[src/shared/synth_ctrl_pkg.sv]
`default_nettype none
package synth_ctrl_pkg;
  localparam int WORD_W        = 24;
  localparam int CNT_W         = 5;
  // control bit values in the two low bits
  localparam logic [1:0] SEL_REF  = 2'h0;
  localparam logic [1:0] SEL_FB   = 2'h1;
  localparam logic [1:0] SEL_FUNC = 2'h2;
  localparam logic [1:0] SEL_INIT = 2'h3;
  // function latch field positions
  localparam int POS_CNT_RST   = 2;
  localparam int POS_PD_REQ    = 3;
  localparam int POS_MON_LO    = 4;
  localparam int POS_FL_EN     = 9;
  localparam int POS_FL_MODE   = 10;
  localparam int POS_TO_LO     = 11;
  localparam int POS_CUR1_LO   = 15;
  localparam int POS_CUR2_LO   = 18;
  localparam int POS_PD_SYNC   = 21;
  // feedback latch fast current request position
  localparam int POS_FAST_REQ  = 21;
  localparam logic [23:0] FUNC_RESET = 24'h000000;

  typedef struct packed {
    logic [2:0] current;
    logic       cp_three_state;
    logic       counters_load;
    logic       clk_detect_rst;
    logic       powered_down;
    logic       fastlock_active;
  } pll_ctrl_s;

  typedef struct packed {
    logic sclk;
    logic sdata;
    logic load;
  } serial_s;
endpackage
`default_nettype wire

[src/synth_function_latch_ctrl.sv]
// Summary of operation
// - select bits 10 load function latch only
// - counter reset bit holds R and N counters
// - counters leave reset together, aligned
// - power-down bits act only when enabled
// - chip enable low disables two cycles later, after its two-stage sync
// - request with mode 0 powers down immediately
// - request with mode 1 waits pump event
// - power-down loads counters, tristates pump
// - serial register works during power-down
// - three-bit field selects monitor signal
// - enable bit turns fastlock on or off
// - mode bit picks manual or timed exit
// - fast request enters fastlock, current two
// - manual mode exits on written zero
// - timed mode clears request on timeout
// - four-bit code sets timeout length
// - timeout returns to current one
// - timeout counter runs in timed mode only
// - 24 rising clocks, load strobe transfers
// - low current bits first, high second
// - 00 ref, 01 feedback, 11 init latch
`default_nettype none
module synth_function_latch_ctrl
  import synth_ctrl_pkg::*;
#(
  parameter logic [79:0] TIMEOUT_TABLE = {5'h1F, 5'h1E, 5'h1C, 5'h1A,
    5'h18, 5'h16, 5'h14, 5'h12, 5'h10, 5'h0E, 5'h0C, 5'h0A, 5'h08,
    5'h06, 5'h04, 5'h02}
) (
  input  wire logic                   sys_clk_in,
  input  wire logic                   sys_rst_in,
  input  wire synth_ctrl_pkg::serial_s serial_in,
  input  wire logic                   chip_enable_in,
  input  wire logic                   pfd_event_in,
  input  wire logic [7:0]             monitor_sources_in,
  output logic [23:0]                 function_control_latch_out,
  output logic [23:0]                 ref_latch_out,
  output logic [23:0]                 fb_latch_out,
  output logic                        init_pulse_out,
  output synth_ctrl_pkg::pll_ctrl_s   pll_ctrl_out,
  output logic                        monitor_output_pin_out
);
  import synth_ctrl_pkg::*;

  typedef struct packed {
    logic [2:0]        sclk_sync;
    logic [2:0]        load_sync;
    logic [1:0]        data_sync;
    logic [WORD_W-1:0] shift;
    logic [WORD_W-1:0] func;
    logic [WORD_W-1:0] ref_l;
    logic [WORD_W-1:0] fb;
    logic              init_p;
    logic              first_fb;
    logic              pd_latched;
    logic              pd_pending;
    logic [CNT_W-1:0]  to_cnt;
    logic              mon;
    logic [1:0]        ce_sync;
  } state_s;

  state_s s_q;
  state_s s_d;
  logic   sclk_rise;
  logic   load_rise;
  logic   pd_any;
  logic   fast_req;
  logic   fl_en;
  logic   fl_timed;
  logic   cnt_rst;
  logic [CNT_W-1:0] to_limit;
  logic [3:0] to_code;

  ////////////////////////////////////////////////////////////////////
  // edges are found only on the second and third stages
  assign sclk_rise = s_q.sclk_sync[1] & ~s_q.sclk_sync[2];
  assign load_rise = s_q.load_sync[1] & ~s_q.load_sync[2];
  assign cnt_rst   = s_q.func[POS_CNT_RST];
  assign fl_en     = s_q.func[POS_FL_EN];
  assign fl_timed  = s_q.func[POS_FL_MODE];
  assign fast_req  = s_q.fb[POS_FAST_REQ];
  assign to_code   = s_q.func[POS_TO_LO +: 4];
  assign to_limit  = TIMEOUT_TABLE[to_code*CNT_W +: CNT_W];
  // chip enable low overrides both programmed bits
  assign pd_any    = ~s_q.ce_sync[1] | s_q.pd_latched;

  always_comb begin
    s_d = s_q;
    s_d.sclk_sync = {s_q.sclk_sync[1:0], serial_in.sclk};
    s_d.load_sync = {s_q.load_sync[1:0], serial_in.load};
    s_d.data_sync = {s_q.data_sync[0], serial_in.sdata};
    s_d.ce_sync   = {s_q.ce_sync[0], chip_enable_in};
    s_d.init_p    = 1'b0;
    // serial path never gated by power-down
    if (sclk_rise) begin
      s_d.shift = {s_q.shift[WORD_W-2:0], s_q.data_sync[1]};
    end
    // fastlock timeout, counts detector events in timed mode
    if (pd_any || !(fl_en && fl_timed && fast_req)) begin
      s_d.to_cnt = '0;
    end else if (pfd_event_in) begin
      if (s_q.to_cnt >= to_limit) begin
        s_d.fb[POS_FAST_REQ] = 1'b0;
        s_d.to_cnt = '0;
      end else begin
        s_d.to_cnt = s_q.to_cnt + CNT_W'(1);
      end
    end
    // synchronous power-down waits on a pump event
    if (s_q.pd_pending && pfd_event_in) begin
      s_d.pd_latched = 1'b1;
      s_d.pd_pending = 1'b0;
    end
    if (load_rise) begin
      case (s_q.shift[1:0])
        SEL_REF: s_d.ref_l = s_q.shift;
        SEL_FB: begin
          s_d.fb = s_q.shift;
          s_d.init_p = s_q.first_fb;
          s_d.first_fb = 1'b0;
        end
        SEL_FUNC, SEL_INIT: begin
          s_d.func = s_q.shift;
          if (s_q.shift[1:0] == SEL_INIT) begin
            s_d.init_p = 1'b1;
            s_d.first_fb = 1'b1;
          end
          if (!s_q.shift[POS_PD_REQ]) begin
            s_d.pd_latched = 1'b0;
            s_d.pd_pending = 1'b0;
          end else if (!s_q.shift[POS_PD_SYNC]) begin
            s_d.pd_latched = 1'b1;
            s_d.pd_pending = 1'b0;
          end else if (!s_q.pd_latched) begin
            s_d.pd_pending = 1'b1;
          end
        end
        default: s_d.func = s_q.func;
      endcase
    end
    s_d.mon = monitor_sources_in[s_q.func[POS_MON_LO +: 3]];
    if (sys_rst_in) begin
      s_d = '0;
      s_d.func = FUNC_RESET;
    end
  end

  always_ff @(posedge sys_clk_in) begin
    s_q <= s_d;
  end

  ////////////////////////////////////////////////////////////////////
  always_comb begin
    pll_ctrl_out = '0;
    pll_ctrl_out.powered_down    = pd_any;
    // held counters release together so both restart aligned
    pll_ctrl_out.counters_load   = pd_any | cnt_rst | s_q.init_p;
    pll_ctrl_out.cp_three_state  = pd_any | cnt_rst | s_q.init_p;
    pll_ctrl_out.clk_detect_rst  = pd_any;
    pll_ctrl_out.fastlock_active = fl_en & fast_req & ~pd_any;
    pll_ctrl_out.current = pll_ctrl_out.fastlock_active ?
      s_q.func[POS_CUR2_LO +: 3] : s_q.func[POS_CUR1_LO +: 3];
  end

  assign function_control_latch_out = s_q.func;
  assign ref_latch_out              = s_q.ref_l;
  assign fb_latch_out               = s_q.fb;
  assign init_pulse_out             = s_q.init_p;
  assign monitor_output_pin_out     = s_q.mon;

  ////////////////////////////////////////////////////////////////////
  // power-down
  a_ce_low_down: assert property (@(posedge sys_clk_in)
    disable iff (sys_rst_in) !$past(chip_enable_in, 2) |->
    pll_ctrl_out.powered_down)
    else $error("chip enable low without power-down");
  a_ce_power_up: assert property (@(posedge sys_clk_in)
    disable iff (sys_rst_in) $past(chip_enable_in, 2) && !s_q.pd_latched |->
    !pll_ctrl_out.powered_down)
    else $error("device down without request");
  a_cnt_rst_hold: assert property (@(posedge sys_clk_in)
    disable iff (sys_rst_in) cnt_rst |-> pll_ctrl_out.counters_load)
    else $error("counters not held in reset");
  a_pd_effects: assert property (@(posedge sys_clk_in)
    disable iff (sys_rst_in) pll_ctrl_out.powered_down |->
    pll_ctrl_out.cp_three_state && pll_ctrl_out.clk_detect_rst)
    else $error("power-down effects missing");
  a_pd_load: assert property (@(posedge sys_clk_in)
    disable iff (sys_rst_in) pll_ctrl_out.powered_down |->
    pll_ctrl_out.counters_load)
    else $error("counters not loaded in power-down");
  a_pd_timer_clr: assert property (@(posedge sys_clk_in)
    disable iff (sys_rst_in) pd_any |=> s_q.to_cnt == '0)
    else $error("timer not loaded in power-down");
  a_async_pd: assert property (@(posedge sys_clk_in)
    disable iff (sys_rst_in) load_rise && s_q.shift[1:0] == SEL_FUNC &&
    s_q.shift[POS_PD_REQ] && !s_q.shift[POS_PD_SYNC] |=> s_q.pd_latched)
    else $error("async power-down late");
  a_sync_pd: assert property (@(posedge sys_clk_in)
    disable iff (sys_rst_in) s_q.pd_pending && !pfd_event_in &&
    !load_rise |=> !s_q.pd_latched || $past(s_q.pd_latched))
    else $error("sync power-down before pump event");
  a_sync_entry: assert property (@(posedge sys_clk_in)
    disable iff (sys_rst_in) s_q.pd_pending && pfd_event_in && !load_rise
    |=> s_q.pd_latched)
    else $error("sync power-down missed pump event");
  a_pd_release: assert property (@(posedge sys_clk_in)
    disable iff (sys_rst_in) load_rise && s_q.shift[1] &&
    !s_q.shift[POS_PD_REQ] |=> !s_q.pd_latched && !s_q.pd_pending)
    else $error("cleared request left device down");

  // latch capture and reset pulse
  a_shift_in_pd: assert property (@(posedge sys_clk_in)
    disable iff (sys_rst_in) sclk_rise |=>
    s_q.shift[0] == $past(s_q.data_sync[1]))
    else $error("shift register stalled");
  a_shift_hold: assert property (@(posedge sys_clk_in)
    disable iff (sys_rst_in) !sclk_rise |=> $stable(s_q.shift))
    else $error("shift without serial clock edge");
  // the timer may clear the request bit in the cycle of a function write
  a_func_only: assert property (@(posedge sys_clk_in)
    disable iff (sys_rst_in) load_rise && s_q.shift[1:0] == SEL_FUNC |=>
    s_q.func == $past(s_q.shift) && $stable(s_q.ref_l) &&
    $stable(s_q.fb[POS_FAST_REQ-1:0]) &&
    $stable(s_q.fb[WORD_W-1:POS_FAST_REQ+1]))
    else $error("function write touched other latch");
  a_ref_capture: assert property (@(posedge sys_clk_in)
    disable iff (sys_rst_in) load_rise && s_q.shift[1:0] == SEL_REF |=>
    s_q.ref_l == $past(s_q.shift) && s_q.func == $past(s_q.func))
    else $error("reference word not captured");
  a_fb_capture: assert property (@(posedge sys_clk_in)
    disable iff (sys_rst_in) load_rise && s_q.shift[1:0] == SEL_FB |=>
    s_q.fb == $past(s_q.shift) && s_q.func == $past(s_q.func))
    else $error("feedback word not captured");
  a_init_capture: assert property (@(posedge sys_clk_in)
    disable iff (sys_rst_in) load_rise && s_q.shift[1:0] == SEL_INIT |=>
    s_q.init_p && s_q.func == $past(s_q.shift))
    else $error("init word without reset pulse");
  a_init_first_fb: assert property (@(posedge sys_clk_in)
    disable iff (sys_rst_in) load_rise && s_q.shift[1:0] == SEL_FB |=>
    s_q.init_p == $past(s_q.first_fb))
    else $error("wrong pulse on feedback load");
  a_init_width: assert property (@(posedge sys_clk_in)
    disable iff (sys_rst_in) s_q.init_p && !load_rise |=> !s_q.init_p)
    else $error("reset pulse longer than one cycle");
  a_load_release: assert property (@(posedge sys_clk_in)
    disable iff (sys_rst_in) !cnt_rst && !pd_any && !s_q.init_p |->
    !pll_ctrl_out.counters_load && !pll_ctrl_out.cp_three_state)
    else $error("counters held without cause");

  // fastlock and timer
  a_cur_select: assert property (@(posedge sys_clk_in)
    disable iff (sys_rst_in) !pll_ctrl_out.fastlock_active |->
    pll_ctrl_out.current == s_q.func[POS_CUR1_LO +: 3])
    else $error("wrong normal current");
  a_cur_fast: assert property (@(posedge sys_clk_in)
    disable iff (sys_rst_in) pll_ctrl_out.fastlock_active |->
    pll_ctrl_out.current == s_q.func[POS_CUR2_LO +: 3])
    else $error("wrong fastlock current");
  a_fast_off: assert property (@(posedge sys_clk_in)
    disable iff (sys_rst_in) !fl_en |-> !pll_ctrl_out.fastlock_active)
    else $error("fastlock active while disabled");
  a_fast_enter: assert property (@(posedge sys_clk_in)
    disable iff (sys_rst_in) load_rise && s_q.shift[1:0] == SEL_FB &&
    s_q.shift[POS_FAST_REQ] && fl_en |=>
    pll_ctrl_out.fastlock_active || pll_ctrl_out.powered_down)
    else $error("fast request did not enter fastlock");
  a_manual_exit: assert property (@(posedge sys_clk_in)
    disable iff (sys_rst_in) load_rise && s_q.shift[1:0] == SEL_FB &&
    !s_q.shift[POS_FAST_REQ] |=> !pll_ctrl_out.fastlock_active)
    else $error("written zero did not end fastlock");
  a_manual_hold: assert property (@(posedge sys_clk_in)
    disable iff (sys_rst_in) fast_req && !fl_timed && !load_rise |=>
    fast_req)
    else $error("manual fastlock exited by itself");
  a_timer_gate: assert property (@(posedge sys_clk_in)
    disable iff (sys_rst_in) !fl_timed |=> s_q.to_cnt == '0)
    else $error("timer runs outside timed mode");
  a_mode_timer: assert property (@(posedge sys_clk_in)
    disable iff (sys_rst_in) fl_en && fl_timed && fast_req && !pd_any &&
    pfd_event_in && s_q.to_cnt < to_limit |=>
    s_q.to_cnt == $past(s_q.to_cnt) + CNT_W'(1))
    else $error("timer did not count detector event");
  a_timer_step: assert property (@(posedge sys_clk_in)
    disable iff (sys_rst_in) fl_en && fl_timed && fast_req && !pd_any &&
    !pfd_event_in |=> $stable(s_q.to_cnt))
    else $error("timer moved without detector event");
  a_timer_early: assert property (@(posedge sys_clk_in)
    disable iff (sys_rst_in) fast_req && s_q.to_cnt < to_limit &&
    !load_rise |=> fast_req)
    else $error("timed fastlock ended early");
  a_timed_exit: assert property (@(posedge sys_clk_in)
    disable iff (sys_rst_in) fl_en && fl_timed && fast_req && !pd_any &&
    pfd_event_in && s_q.to_cnt >= to_limit && !load_rise |=>
    !fast_req && pll_ctrl_out.current == s_q.func[POS_CUR1_LO +: 3])
    else $error("timed fastlock did not end");

  // monitor
  a_mon_route: assert property (@(posedge sys_clk_in)
    disable iff (sys_rst_in) !$past(sys_rst_in) |->
    monitor_output_pin_out ==
    $past(monitor_sources_in[s_q.func[POS_MON_LO +: 3]]))
    else $error("monitor pin shows wrong source");
endmodule
`default_nettype wire

[config.mk]
export PLATFORM = sky130hd
export DESIGN_NAME = synth_function_latch_ctrl
export DESIGN_NICKNAME = d
export VERILOG_FILES = /design/src/shared/synth_ctrl_pkg.sv /design/src/synth_function_latch_ctrl.sv
export SDC_FILE = /design/constraint.sdc
export NUM_CORES = 1
export LEC_CHECK = 0
export ABC_CLOCK_PERIOD_IN_PS = 6000
export BUFFER_PORTS_ARGS = -buffer_cell sky130_fd_sc_hd__buf_2
export CAP_MARGIN = 20
export CORE_MARGIN = 1
export CORE_UTILIZATION = 50
export CTS_CLUSTER_DIAMETER = 30
export CTS_CLUSTER_SIZE = 24
export DETAILED_ROUTE_END_ITERATION = 16
export PLACE_DENSITY_LB_ADDON = 0.12
export SETUP_SLACK_MARGIN = 0.2
export SLEW_MARGIN = 20
export SYNTH_ARGS = -nofsm -noshare
export SYNTH_HDL_FRONTEND = slang
export SYNTH_SLANG_ARGS = --single-unit
[constraint.sdc]
create_clock -name sys_clk_in -period 6 [get_ports sys_clk_in]
set_clock_uncertainty 0.15 [all_clocks]
set_input_delay 0.6 -clock sys_clk_in [delete_from_list [all_inputs] [get_ports sys_clk_in]]
set_output_delay 0.6 -clock sys_clk_in [all_outputs]
set_load 0.02 [all_outputs]
==> results.cfg <==
[outcome]
outcome = finished, final reports clean

[grt]
grt_overflow = 0
grt_use_total_pct = 20.4
met1_usage_pct = 24.2
grt_pass1_wl_um = 16300
grt_pass1_vias = 3301
grt_max_degree = 65
grt_use_met2_pct = 35.4
grt_use_met3_pct = 6.52
grt_most_used_layer = met2
antenna_found_initial = 0

[min_path]
hp-start = serial_in[2]
min_path_type = input port to flip-flop
holdPathStages = 2
hold_path_end = s_q[113]

[synthesis]
syn_inst = 597
synth_nets = 622
ys_ff_latch = 116
synth.distinct_cells = 42
netlist_area_mm2 = 0.00512
ys_seq_area_share_pct = 45.3
yosysWarnings = 0
synth_area_per_cell_um2 = 8.58

[worst_setup_path]
cp.required_ns = 5.25
worstSetupStartpoint = fb_latch_out[21]
worstSetupPathType = flip-flop to output pin
start_kind = flip-flop
worstPathMaxFanout = 5
crit_path_end_kind = output pin
r2r_slack_ns = 3.81
r2r_end = s_q[7]
crit_arrival_ns = 1.52
ff2ff_path_depth = 7
r2r_start = function_control_latch_out[11]

[sta]
worstMarginPinSlew_ns = 0.982
drv_slew = 0
rsz0062_at_grt = no
fmax_mhz = 440
fin_crit_sh_pct = 37.9
setup_violations = 0
final_hold_viol_count = 0
fin_crit_ns = 2.27
relSlewSlack_pct = 34.3
fin_tns_setup_ns = 0

[floorplan]
start_util_pct = 51.9
rows = 36
die_w_um = 103
ioPinCount = 97
fp.dieH_um = 103
core_mm2 = 0.00986
die_area_mm2 = 0.0107

[power]
power.clock.fraction_pct = 53.5
power_switching_w = 0.000383
p_seq_share_pct = 44.2
internal-power_w = 0.00137
ir_worst_vdd_uv = 213
power.density_mw_per_mm2 = 316
swShare_pct = 21.8
combPwrFrac_pct = 2.2
leakage_nw = 2.18

[clocking]
numCtsBuffers = 17
cts_buffer_depth = 2
post_cts_buffers = 0
htree_levels = 4
clock_latency_ns = 0.51
postCtsHoldBufs = 0
clock_sinks = 116
cts_root_buf = clkbuf_8
cts_tree = built
cts-resized-gates = 0
clk_pin_slew_ns = 0.06

[route]
drcViolationCount = 0
drtIter0Drc = 99
routed_via_density = 4.92
ant_nets = 0
firstDrtPassIters = 4
drt_wl_total_um = 10400
dr_total_vias = 3693
detail_route.wl_per_cell_um = 13.9

[layout]
finalNetCount = 629
diodes = 0
finish.utilization_pct = 56.4
drive_above_1_share_pct = 29.8
area_delta_synth_final_pct = 8.55

[placed_design]
gp_congestion = 0.760
hpwlAfterDp_um = 6740
io_buffers = 96

[flow_run]
drv_cap = 0
## per-stage QoR
stage / instances / total power (W) / cell area (um2) / setup WS [ns] / hold slack, ns
floorplan: 597 / 0.000825 / 5120 / 4.04 / 0.264
detailed placement: 718 / 0.000832 / 5000 / 3.68 / 0.272
CTS: 750 / 0.00177 / 5550 / 3.67 / 0.135
finish: 750 / 0.00175 / 5560 / 3.73 / 0.152
global placement: 718 / 0.000831 / 5000 / 3.72 / 0.270
global route: 750 / 0.00181 / 5560 / 3.58 / 0.133
## metal layers
layer / wire [um] / vias to the layer above / share of wire (%)
met1: 4650 / 1730 / 45
met3: 451 / 9 / 4.3
met2: 5250 / 86 / 50
li1: - / 1868 / -
met4: 74 / 0 / 0.71
met5: 0 / - / 0
## layout by cell type (no fill, tap or decap), drive strengths merged
| cell | synthesis | final |
|---|---|---|
| nand2 | 196 | 196 |
| dfxtp | 116 | 116 |
| buf | 101 | 97 |
| a21oi | 93 | 93 |
| clkbuf | 8 | 19 |
| nor2b | 11 | 11 |
| ha | 10 | 10 |
| nor2 | 9 | 9 |
| inv | 7 | 7 |
| clkinv | 0 | 7 |
| nor4 | 5 | 5 |
| clkinvlp | 0 | 4 |
| o21ai | 4 | 4 |
| and2 | 4 | 4 |
| a31oi | 3 | 3 |
| xor2 | 3 | 3 |
| nor3b | 3 | 3 |
| nand2b | 2 | 2 |
| o21a | 2 | 2 |
| nand4 | 2 | 2 |
| mux2i | 2 | 2 |
| mux4 | 2 | 2 |
| bufinv | 0 | 2 |
| mux2 | 1 | 1 |
| nand3b | 1 | 1 |
| and3 | 1 | 1 |
| nand4b | 1 | 1 |
| or3 | 1 | 1 |
| and4bb | 1 | 1 |
| nand4bb | 1 | 1 |
| a211oi | 1 | 1 |
| o211ai | 1 | 1 |
| xnor2 | 1 | 1 |
| and2b | 1 | 1 |
| nor3 | 1 | 1 |
| o22ai | 1 | 1 |
| o211a | 1 | 1 |
## synthesized netlist by cell type
master,number,share of area (%)
and3_1,1,0.12
or3_1,1,0.12
and4bb_4,1,0.32
nand4_1,2,0.24
clkbuf_1,8,0.59
mux2_2,1,0.22
mux4_2,2,0.88
o21ai_1,1,0.098
nor3b_1,1,0.15
nor3_1,1,0.098
nand4b_4,1,0.46
buf_12,1,0.39
a21oi_2,36,6.2
buf_6,7,1.5
buf_4,76,11
dfxtp_1,116,45
buf_2,17,1.7
nand3b_1,1,0.15
o211ai_1,1,0.15
o22ai_1,1,0.12
xnor2_1,1,0.17
a211oi_1,1,0.15
nor2b_1,11,1.3
and2_4,2,0.34
o21a_1,2,0.29
nand2_1,187,14
nand2_2,9,1.1
nor2_1,9,0.66
o21ai_0,3,0.29
ha_1,10,2.4
nor3b_2,2,0.49
nor4_1,5,0.61
o211a_1,1,0.20
mux2i_1,2,0.39
and2b_4,1,0.20
and2_1,2,0.24
inv_1,7,0.51
nand4bb_1,1,0.22
nand2b_1,2,0.24
xor2_1,3,0.51
a31oi_1,3,0.37
a21oi_1,57,5.6
## power groups by stage
stage	Sequential (W)	Clock, W	Combinational, W
6_report	0.000776	0.000939	0.0000393
3_3_place_gp	0.000792	0	0.0000392
3_5_place_dp	0.000792	0	0.0000397
5_1_grt	0.000776	0.000996	0.0000430
4_1_cts	0.000776	0.000953	0.0000397
2_1_floorplan	0.000792	0	0.0000327
## critical path, stage by stage (launching register included)
cell and delay [ns]:
dfxtp_1 0.41, nand4b_4 0.16, inv_1 0.16, nand2_1 0.07, nand2_1 0.05, buf_2 0.15
## sequential cells by signal, indices dropped and copies added (netlist names)
name,cells
s_q,42
fb_latch_out,24
function_control_latch_out,24
ref_latch_out,24
init_pulse_out,1
monitor_output_pin_out,1
## area by class of cell
type	count	area, um2
Sequential cell	116	2320
Fill cell	923	4310
Multi-Input combinational cell	365	2000
Clock buffer	19	422
Tap cell	133	166
Clock inverter	13	136
Inverter	7	26.3
Timing Repair Buffer	97	490
## logic make-up (layout without fill, tap and decap cells)
logic type | after synthesis | after routing | synth area share (%)
AOI/OAI and AO/OA | 106 | 106 | 13.4
muxes | 5 | 5 | 1.49
buffers and inverters | 116 | 136 | 15.8
and+or+nand+nor | 240 | 240 | 20.8
adders and majority gates | 10 | 10 | 2.44
DFF | 116 | 116 | 45.3
xor gates and xnor gates | 4 | 4 | 0.684
## worst max-delay path by stage
stage | endpoint | slack (ns)
2_1_floorplan | s_q[3] | 4.04
3_3_place_gp | init_pulse_out | 3.72
3_5_place_dp | fb_latch_out[21] | 3.68
4_1_cts | fb_latch_out[21] | 3.67
5_1_grt | s_q[7] | 3.58
6_report | pll_ctrl_out[5] | 3.73
Power figures use the tool's default switching activity.
